==> src/rtl/fast_clock_map.vh <==
// register map, field positions and reset values of the fast clock control block
`ifndef FAST_CLOCK_MAP_VH
`define FAST_CLOCK_MAP_VH

// register byte address
`define FCC_ADDR_CONTROL      12'h000
`define FCC_ADDR_W            12

// field positions
`define FCC_LOCK_BIT          15
`define FCC_FAST_STOP_BIT     13
`define FCC_SLOW_STOP_BIT     12
`define FCC_PLL_EN_BIT        10
`define FCC_XTAL_EN_BIT       9
`define FCC_SYS_SEL_BIT       8
`define FCC_OUT_DIV_HI        7
`define FCC_OUT_DIV_LO        5
`define FCC_SRC_HI            4
`define FCC_SRC_LO            3
`define FCC_SYS_DIV_HI        2
`define FCC_SYS_DIV_LO        0

// reset values
`define FCC_OUT_DIV_RESET     3'h3
`define FCC_SRC_RESET         2'h0
`define FCC_SYS_DIV_RESET     3'h3

// flash wait-cycle settings and the least divider codes they force
`define FCC_FLASH_SLOW        2'h0
`define FCC_FLASH_MID         2'h1
`define FCC_MIN_DIV_ONE       3'h1
`define FCC_MIN_DIV_TWO       3'h2
`define FCC_MIN_DIV_THREE     3'h3

// axi response codes
`define FCC_RESP_OKAY         2'h0
`define FCC_RESP_SLVERR       2'h2

`endif

==> src/rtl/level_sync.v <==
// two-flop synchroniser for a level arriving from outside the clock domain
`timescale 1ns/1ns
module level_sync (
    input  wire mclk,
    input  wire rst_b,
    input  wire din,
    output reg  dout
);
    reg first_stage;

    // first stage is read only by the second stage
    always @(posedge mclk or negedge rst_b) begin
        if (!rst_b) begin
            first_stage <= 1'b0;
            dout        <= 1'b0;
        end else begin
            first_stage <= din;
            dout        <= first_stage;
        end
    end
endmodule // level_sync

==> src/rtl/pow2_divider.v <==
// power-of-two divider giving a one-cycle tick every 2^code source cycles
`timescale 1ns/1ns
module pow2_divider (
    input  wire       mclk,
    input  wire       rst_b,
    input  wire [2:0] code,
    output reg        tick
);
    reg  [6:0] count;
    wire [6:0] last;

    assign last = (7'h01 << code) - 7'h01;

    // count restarts whenever it reaches or passes the terminal value
    always @(posedge mclk or negedge rst_b) begin
        if (!rst_b) begin
            count <= 7'h00;
            tick  <= 1'b0;
        end else if (count >= last) begin
            count <= 7'h00;
            tick  <= 1'b1;
        end else begin
            count <= count + 7'h01;
            tick  <= 1'b0;
        end
    end
endmodule // pow2_divider

==> src/rtl/fast_clock_control.v <==
// fast clock control register with axi4-lite access and clock dividers
//
// Design decision made here: the AXI4-Lite interface to the registers.
`timescale 1ns/1ns
`include "fast_clock_map.vh"
module fast_clock_control (
    input  wire        mclk,
    input  wire        rst_b,
    // axi4-lite write address
    input  wire        s_axi_awvalid,
    output reg         s_axi_awready,
    input  wire [11:0] s_axi_awaddr,
    input  wire [2:0]  s_axi_awprot,
    // axi4-lite write data
    input  wire        s_axi_wvalid,
    output reg         s_axi_wready,
    input  wire [31:0] s_axi_wdata,
    input  wire [3:0]  s_axi_wstrb,
    // axi4-lite write response
    output reg         s_axi_bvalid,
    input  wire        s_axi_bready,
    output reg  [1:0]  s_axi_bresp,
    // axi4-lite read address
    input  wire        s_axi_arvalid,
    output reg         s_axi_arready,
    input  wire [11:0] s_axi_araddr,
    input  wire [2:0]  s_axi_arprot,
    // axi4-lite read data
    output reg         s_axi_rvalid,
    input  wire        s_axi_rready,
    output reg  [31:0] s_axi_rdata,
    output reg  [1:0]  s_axi_rresp,
    // clock generator status and neighbours
    input  wire        pll_locked,
    input  wire        pll_lock_timeout_flag,
    input  wire        xtal_settle_timeout_flag,
    input  wire        xtal_stop_flag,
    input  wire        fast_xtal_half_freq,
    input  wire [1:0]  flash_wait_cycles,
    input  wire        stop_mode_req,
    // controls toward the clock generator
    output reg         pll_enable,
    output reg         fast_xtal_enable,
    output reg         system_clock_select,
    output reg         fast_xtal_stop_detect_en,
    output reg         slow_xtal_stop_detect_en,
    output reg  [2:0]  effective_system_divider,
    output reg         divided_fast_clock,
    output reg         fast_clock_out_pin
);
    // register fields
    reg  [2:0]  output_clock_divider;
    reg  [1:0]  fast_source_select;
    reg  [2:0]  system_divider_select;

    // axi bookkeeping
    reg         aw_held;
    reg  [11:0] aw_addr;
    reg         w_held;
    reg  [31:0] w_data;
    reg  [3:0]  w_strb;

    // next values
    reg         next_pll_enable;
    reg         next_fast_xtal_enable;
    reg         next_system_clock_select;
    reg  [1:0]  next_fast_source_select;
    reg  [2:0]  next_effective_div;

    wire        pll_lock_flag;
    wire        sys_tick;
    wire        out_tick;
    wire        do_write;
    wire        write_hit;
    wire        lo_lane;
    wire        hi_lane;
    wire [31:0] control_word;

    // least divider code allowed for the source frequency and flash wait
    function [2:0] min_divider;
        input       xtal_src;
        input       half_freq;
        input [1:0] wait_cycles;
        begin
            // the slowest flash setting needs the deepest floor, the fastest none
            min_divider = 3'h0;
            if (!xtal_src) begin
                if (wait_cycles == `FCC_FLASH_SLOW)
                    min_divider = `FCC_MIN_DIV_THREE;
                else if (wait_cycles == `FCC_FLASH_MID)
                    min_divider = `FCC_MIN_DIV_ONE;
            end else if (!half_freq) begin
                if (wait_cycles == `FCC_FLASH_SLOW)
                    min_divider = `FCC_MIN_DIV_TWO;
                else if (wait_cycles == `FCC_FLASH_MID)
                    min_divider = `FCC_MIN_DIV_ONE;
            end else begin
                if (wait_cycles == `FCC_FLASH_SLOW)
                    min_divider = `FCC_MIN_DIV_ONE;
            end
        end
    endfunction

    // true when an address selects the control register
    function addr_hit;
        input [11:0] addr;
        begin
            addr_hit = (addr == `FCC_ADDR_CONTROL);
        end
    endfunction

    // lock level comes from the analog pll, so it is synchronised
    level_sync lock_sync (
        .mclk  (mclk),
        .rst_b (rst_b),
        .din   (pll_locked),
        .dout  (pll_lock_flag)
    );

    // divided fast clock for the system, by the effective code
    pow2_divider sys_divider (
        .mclk  (mclk),
        .rst_b (rst_b),
        .code  (effective_system_divider),
        .tick  (sys_tick)
    );

    // output clock pin divider, code 0 passes every cycle
    pow2_divider out_divider (
        .mclk  (mclk),
        .rst_b (rst_b),
        .code  (output_clock_divider),
        .tick  (out_tick)
    );

    // read view of the register, unused bits zero
    assign control_word = {16'h0000,
                           pll_lock_flag,
                           1'b0,
                           fast_xtal_stop_detect_en,
                           slow_xtal_stop_detect_en,
                           1'b0,
                           pll_enable,
                           fast_xtal_enable,
                           system_clock_select,
                           output_clock_divider,
                           fast_source_select,
                           system_divider_select};

    // a write lands only with both halves held and no response pending
    assign do_write  = aw_held && w_held && !s_axi_bvalid;
    assign write_hit = do_write && addr_hit(aw_addr);
    assign lo_lane   = write_hit && w_strb[0];
    assign hi_lane   = write_hit && w_strb[1];

    // write address and data are taken independently, one write at a time
    always @(posedge mclk or negedge rst_b) begin
        if (!rst_b) begin
            aw_held       <= 1'b0;
            aw_addr       <= 12'h000;
            w_held        <= 1'b0;
            w_data        <= 32'h00000000;
            w_strb        <= 4'h0;
            s_axi_awready <= 1'b0;
            s_axi_wready  <= 1'b0;
            s_axi_bvalid  <= 1'b0;
            s_axi_bresp   <= `FCC_RESP_OKAY;
        end else begin
            s_axi_awready <= !aw_held && !s_axi_awready && s_axi_awvalid && !s_axi_bvalid;
            s_axi_wready  <= !w_held && !s_axi_wready && s_axi_wvalid && !s_axi_bvalid;
            // address half, kept until the data half arrives
            if (s_axi_awvalid && s_axi_awready) begin
                aw_held <= 1'b1;
                aw_addr <= s_axi_awaddr;
            end
            // data half with its lane strobes
            if (s_axi_wvalid && s_axi_wready) begin
                w_held <= 1'b1;
                w_data <= s_axi_wdata;
                w_strb <= s_axi_wstrb;
            end
            // both halves held: register updates and the response rises together
            if (do_write) begin
                aw_held      <= 1'b0;
                w_held       <= 1'b0;
                s_axi_bvalid <= 1'b1;
                s_axi_bresp  <= addr_hit(aw_addr) ? `FCC_RESP_OKAY : `FCC_RESP_SLVERR;
            end else if (s_axi_bvalid && s_axi_bready) begin
                s_axi_bvalid <= 1'b0;
            end
        end
    end

    // read channel, answer one cycle after the address is taken
    always @(posedge mclk or negedge rst_b) begin
        if (!rst_b) begin
            s_axi_arready <= 1'b0;
            s_axi_rvalid  <= 1'b0;
            s_axi_rdata   <= 32'h00000000;
            s_axi_rresp   <= `FCC_RESP_OKAY;
        end else begin
            s_axi_arready <= !s_axi_arready && s_axi_arvalid && !s_axi_rvalid;
            // data is captured with the address, so it stands unchanged until taken
            if (s_axi_arvalid && s_axi_arready) begin
                s_axi_rvalid <= 1'b1;
                if (addr_hit(s_axi_araddr)) begin
                    s_axi_rdata <= control_word;
                    s_axi_rresp <= `FCC_RESP_OKAY;
                end else begin
                    s_axi_rdata <= 32'h00000000;
                    s_axi_rresp <= `FCC_RESP_SLVERR;
                end
            end else if (s_axi_rvalid && s_axi_rready) begin
                s_axi_rvalid <= 1'b0;
            end
        end
    end

    // gated writes to the enables, source select and system select
    always @* begin
        next_pll_enable          = pll_enable;
        next_fast_xtal_enable    = fast_xtal_enable;
        next_system_clock_select = system_clock_select;
        next_fast_source_select  = fast_source_select;
        // pll enable refused while the crystal is the source or lock timed out
        if (hi_lane && !fast_source_select[0] && !pll_lock_timeout_flag) begin
            next_pll_enable = w_data[`FCC_PLL_EN_BIT];
        end
        // crystal enable refused while a crystal flag is raised
        if (hi_lane && !xtal_settle_timeout_flag && !xtal_stop_flag) begin
            next_fast_xtal_enable = w_data[`FCC_XTAL_EN_BIT];
        end
        // system select takes any written value, the fallback below may override
        if (hi_lane) begin
            next_system_clock_select = w_data[`FCC_SYS_SEL_BIT];
        end
        // source select moves only while everything it feeds is off
        if (lo_lane && !fast_xtal_enable && !pll_enable && !system_clock_select) begin
            next_fast_source_select = w_data[`FCC_SRC_HI:`FCC_SRC_LO];
        end
        // a stop request wins over a write to either source enable in the same cycle
        if (stop_mode_req) begin
            next_pll_enable          = 1'b0;
            next_fast_xtal_enable    = 1'b0;
        end
        // losing the selected source falls back to the slow clock
        if ((pll_enable && !next_pll_enable && !fast_source_select[0]) ||
            (fast_xtal_enable && !next_fast_xtal_enable && fast_source_select[0])) begin
            next_system_clock_select = 1'b0;
        end
    end

    // effective system divider, raised to the safe minimum
    always @* begin
        next_effective_div = min_divider(fast_source_select[0],
                                         fast_xtal_half_freq,
                                         flash_wait_cycles);
        if (system_divider_select > next_effective_div)
            next_effective_div = system_divider_select;
    end

    // source enables and system select follow the gated next values
    always @(posedge mclk or negedge rst_b) begin
        if (!rst_b) begin
            pll_enable          <= 1'b0;
            fast_xtal_enable    <= 1'b0;
            system_clock_select <= 1'b0;
        end else begin
            pll_enable          <= next_pll_enable;
            fast_xtal_enable    <= next_fast_xtal_enable;
            system_clock_select <= next_system_clock_select;
        end
    end

    // source select, only bit 0 matters to the rest of the logic
    always @(posedge mclk or negedge rst_b) begin
        if (!rst_b) begin
            fast_source_select <= `FCC_SRC_RESET;
        end else begin
            fast_source_select <= next_fast_source_select;
        end
    end

    // stop detect enables are plain read/write bits of the upper lane
    always @(posedge mclk or negedge rst_b) begin
        if (!rst_b) begin
            fast_xtal_stop_detect_en <= 1'b0;
            slow_xtal_stop_detect_en <= 1'b0;
        end else if (hi_lane) begin
            fast_xtal_stop_detect_en <= w_data[`FCC_FAST_STOP_BIT];
            slow_xtal_stop_detect_en <= w_data[`FCC_SLOW_STOP_BIT];
        end
    end

    // divider fields of the lower lane; prohibited codes are kept and used
    always @(posedge mclk or negedge rst_b) begin
        if (!rst_b) begin
            output_clock_divider  <= `FCC_OUT_DIV_RESET;
            system_divider_select <= `FCC_SYS_DIV_RESET;
        end else if (lo_lane) begin
            output_clock_divider  <= w_data[`FCC_OUT_DIV_HI:`FCC_OUT_DIV_LO];
            system_divider_select <= w_data[`FCC_SYS_DIV_HI:`FCC_SYS_DIV_LO];
        end
    end

    // effective divider is registered so a flash wait change settles first
    always @(posedge mclk or negedge rst_b) begin
        if (!rst_b) begin
            effective_system_divider <= `FCC_SYS_DIV_RESET;
        end else begin
            effective_system_divider <= next_effective_div;
        end
    end

    // system clock tick, one mclk cycle wide
    always @(posedge mclk or negedge rst_b) begin
        if (!rst_b) begin
            divided_fast_clock <= 1'b0;
        end else begin
            divided_fast_clock <= sys_tick;
        end
    end

    // output pin tick; software keeps its rate within the pin limit
    always @(posedge mclk or negedge rst_b) begin
        if (!rst_b) begin
            fast_clock_out_pin <= 1'b0;
        end else begin
            fast_clock_out_pin <= out_tick;
        end
    end
endmodule // fast_clock_control

==> config.mk <==
export PLATFORM = sky130hd
export DESIGN_NAME = fast_clock_control
export DESIGN_NICKNAME = d
export VERILOG_FILES = /design/src/rtl/level_sync.v /design/src/rtl/pow2_divider.v /design/src/rtl/fast_clock_control.v
export VERILOG_INCLUDE_DIRS = /design/src /design/src/rtl
export SDC_FILE = /design/constraint.sdc
export NUM_CORES = 1
export LEC_CHECK = 0
export ABC_CLOCK_PERIOD_IN_PS = 2000
export BUFFER_PORTS_ARGS = -buffer_cell sky130_fd_sc_hd__buf_2
export CAP_MARGIN = 15
export CORE_UTILIZATION = 30
export CTS_CLUSTER_DIAMETER = 30
export DETAILED_ROUTE_END_ITERATION = 6
export PLACE_DENSITY_LB_ADDON = 0.3
export REMOVE_ABC_BUFFERS = 1
export SLEW_MARGIN = 10
export SYNTH_ARGS = -nofsm -noshare
export SYNTH_HDL_FRONTEND = slang
export SYNTH_HIERARCHICAL = 1
export SYNTH_SLANG_ARGS = --single-unit
==> constraint.sdc <==
create_clock -name mclk -period 2 [get_ports mclk]
set_input_delay 0.4 -clock mclk [delete_from_list [all_inputs] [get_ports mclk]]
set_output_delay 0.4 -clock mclk [all_outputs]
set_load 0.01 [all_outputs]
==> impl_metrics.csv <==
group,metric,value,unit
synthesis,ys_ff_latch,86,
route,drc,0,
setup_path,critical_path_class,"reg -> reg",
die,start_util,0.311,
pwr,power_frac_comb,0.189,
pwr,vdd_drop_max,0.619,mV
setup_path,critPathTopFamily,"simple AND/OR/NAND/NOR gates",
place,place_ws,-0.0157,ns
setup_path,r2r_end,"fast_xtal_enable$_DFF_PN0_",
synthesis,avgSynthCellArea,12.1,sq um
synthesis,ys_types,44,
finish,drive_above_1_share,0.392,
place,place.gp.congestion,0.772,
route,drt_wl_total,8360,um
route,wl_per_cell,13.7,um
sta,setup-tns-final,0,ns
clocking,clk_path_buf_depth,2,
sta,clock.fmax,507,MHz
setup_path,cpPeakStageDelay,0.60,ns
min_path,worstHoldPathType,"in -> async",
route,antenna_left,0,
finish,nNetsFinal,533,
global_route,grt_start_max_net_pins,33,
finish,final_cell_area,0.00498,sq mm
synthesis,ys_seq_area_frac,0.546,
setup_path,crit_path_end_kind,"register",
setup_path,r2r_start,"aw_addr[1]$_DFFE_PN0P_",
global_route,grt_pass1_wl,13900,um
global_route,grt_overflow,0,
place,post-dp-hpwl,6240,um
setup_path,cp.buffers_inverters,0,
sta,setup-violations-final,0,
sta,drv_slew,0,
outcome,outcome,"complete, no violations",
clocking,clk_pin_slew,0.06,ns
setup_path,timing.reg2reg.setup_slack,0.03,ns
clocking,clock_latency,0.33,ns
finish,antenna-diode-count,0,
die,fp-row-count,41,
route,drt_first_pass_iters,4,
setup_path,start_kind,"register",
pwr,p_switching,1320,uW
synthesis,netlist_instances,326,
finish,area_growth,25.9,%
die,die_x,117,um
setup_path,cpMostUsedCell,"or4_4",
synthesis,ys_warn_count,6,
clocking,cts_tree,"yes",
die,core,0.0127,sq mm
setup_path,cp_max_fo,4,
setup_path,cp_slowest_cell,"or4_4",
pwr,power-per-cell-area,988,mW/mm^2
setup_path,cp_data_arrival_time,2.19,ns
job,maxCapViolCount,0,
pwr,p_leak,0.00234,uW
pwr,netSwitchingFraction,0.269,
die,io_pins,132,
sta,finClkSkew,0.00495,ns
clocking,clock_sinks,86,
place,place_area,0.00464,sq mm
synthesis,synth_ff_type,"dfrtp_1",
route,routed_via_density,4.63,
route,drtIter0Drc,92,
global_route,antenna_found_initial,0,
finish,final_util,0.391,
sta,period_needed,1.97,ns
finish,final_common_cell,"buf_2",
die,die_y,117,um
synthesis,synth_edf_count,0,
route,vias,2826,
sta,rsz0062_at_grt,"yes",
setup_path,rr_worst_depth,4,
pwr,p_int,3600,uW
place,io_buffers,84,
sta,hold_violations,0,
global_route,grt_usage,0.133,
global_route,first_global_vias,2858,
sta,period_share,0.986,
sta,finalWorstSetupSlack,0.0279,ns
setup_path,path_cells,"or4_4 > or4_4 > o31ai_4 > a21oi_2",
synthesis,netlist_area,0.00395,sq mm
clocking,clock-root-buffer,"clkbuf_16",
pwr,finalPower,4920,uW
pwr,clockPowerShare,0.324,
setup_path,crit_required,2.22,ns
clocking,h-tree-depth,3,
synthesis,async_reset_ff_frac,1.00,
finish,final_cell_mix,"83 x buf_2, 80 x dfrtp_1, 32 x mux2_2",
pwr,power_frac_seq,0.488,
clocking,cts_buffers,9,
die,die_area,0.0136,sq mm
## stage by stage
| stage | cells | hold WS (ns) |
|---|---|---|
| after CTS | 609 | 0.00951 |
| after floorplan | 320 | 0.104 |
| final | 611 | 0.00264 |
| after detailed placement | 593 | 0.337 |
| after global routing | 611 | 0.0323 |
| after global placement | 593 | 0.332 |
## synthesized netlist by cell type (2+ instances only)
library cell / number / share of area
nand3b_1: 2 / 0.0038
nand4b_1: 2 / 0.0044
o31ai_1: 2 / 0.0038
a21o_1: 2 / 0.0038
nor4_1: 2 / 0.0032
nand3_2: 2 / 0.0051
o21ai_1: 4 / 0.0051
nand3_1: 10 / 0.013
dfstp_2: 6 / 0.040
mux2_2: 32 / 0.091
inv_1: 11 / 0.010
or4_1: 2 / 0.0038
buf_4: 20 / 0.038
nor3_1: 3 / 0.0038
clkbuf_1: 5 / 0.0047
a221oi_2: 2 / 0.0076
nor2b_1: 3 / 0.0047
nor2_1: 7 / 0.0066
o21ai_0: 12 / 0.015
a31oi_1: 2 / 0.0032
ha_1: 18 / 0.057
xnor2_1: 3 / 0.0066
nor4b_1: 2 / 0.0044
a21oi_1: 14 / 0.018
nand2_1: 26 / 0.025
mux2_1: 2 / 0.0057
a211oi_1: 10 / 0.019
dfrtp_1: 80 / 0.51
a221oi_1: 2 / 0.0044
xor2_1: 4 / 0.0089
a22o_1: 14 / 0.031
or4_4: 3 / 0.0085
or3_1: 6 / 0.0095
## flip-flops by register name, summed over array words and instances, names as in the netlist, 2 cells and up
name and count:
aw_addr 12, effective_system_divider 3, fast_source_select 2, out_divider/count 7, output_clock_divider 3, s_axi_rdata 14
sys_divider/count 7, system_divider_select 3, w_data 13, w_strb 2
## final cells by class
cell class | instances | area, sq um
fillers | 1234 | 7740
flip-flops and latches | 86 | 2160
multi-input cells | 223 | 1700
repair buffers | 103 | 582
clock buffers | 11 | 233
well taps | 172 | 215
clock inverters | 5 | 50.0
inverters | 11 | 41.3
## worst max-delay path by stage
stage	from	to	slack, ns	cells past startpoint
2_1_floorplan	s_axi_araddr[0]	s_axi_rdata[0]$_DFFE_PN0P_	-0.02	3
3_3_place_gp	aw_addr[5]$_DFFE_PN0P_	fast_xtal_enable$_DFF_PN0_	0.03	4
3_5_place_dp	aw_addr[1]$_DFFE_PN0P_	fast_xtal_enable$_DFF_PN0_	-0.02	4
4_1_cts	aw_addr[5]$_DFFE_PN0P_	pll_enable$_DFF_PN0_	0.001	4
5_1_grt	aw_addr[5]$_DFFE_PN0P_	fast_xtal_enable$_DFF_PN0_	-0.02	4
6_report	aw_addr[1]$_DFFE_PN0P_	fast_xtal_enable$_DFF_PN0_	0.03	4
## layer usage
metal / vias to the layer above / GRT usage / share of wire
li1: 1374 / - / -
met1: 1368 / 0.160 / 0.43
met2: 75 / 0.223 / 0.50
met5: - / 0 / 0
met3: 9 / 0.0474 / 0.063
met4: 0 / 0.0430 / 0.010
## power by group through the flow
stage	sequential (uW)	clock, uW	combinational (uW)
after global routing	2460	1720	1050
after floorplan	2370	0	623
after global placement	2410	0	888
final	2400	1590	928
after detailed placement	2420	0	928
after CTS	2400	1660	930
## kinds of logic after synthesis
kind of cell | Yosys count | synth area share
and+or+nand+nor | 76 | 0.110
xor gates and xnor gates | 7 | 0.0155
muxes | 35 | 0.0994
buffers and inverters | 36 | 0.0532
adders and majority gates | 18 | 0.0570
DFF | 86 | 0.546
AOI/OAI and AO/OA | 67 | 0.117
other | 1 | 0.000948
## worst reg2reg max path: stages, from the launching register on
cell and delay [ns]:
dfrtp_1 0.38, or4_4 0.59, or4_4 0.60, o31ai_4 0.22, a21oi_2 0.07
## what timing repair did
action,CTS,global route
setup endpoints to repair,1,13
resized for setup,1,7
hold endpoints to repair,0,0
buffers inserted,0,2
hold buffers,0,0
pin swaps,1,1
(Power assumes the default switching activity.)
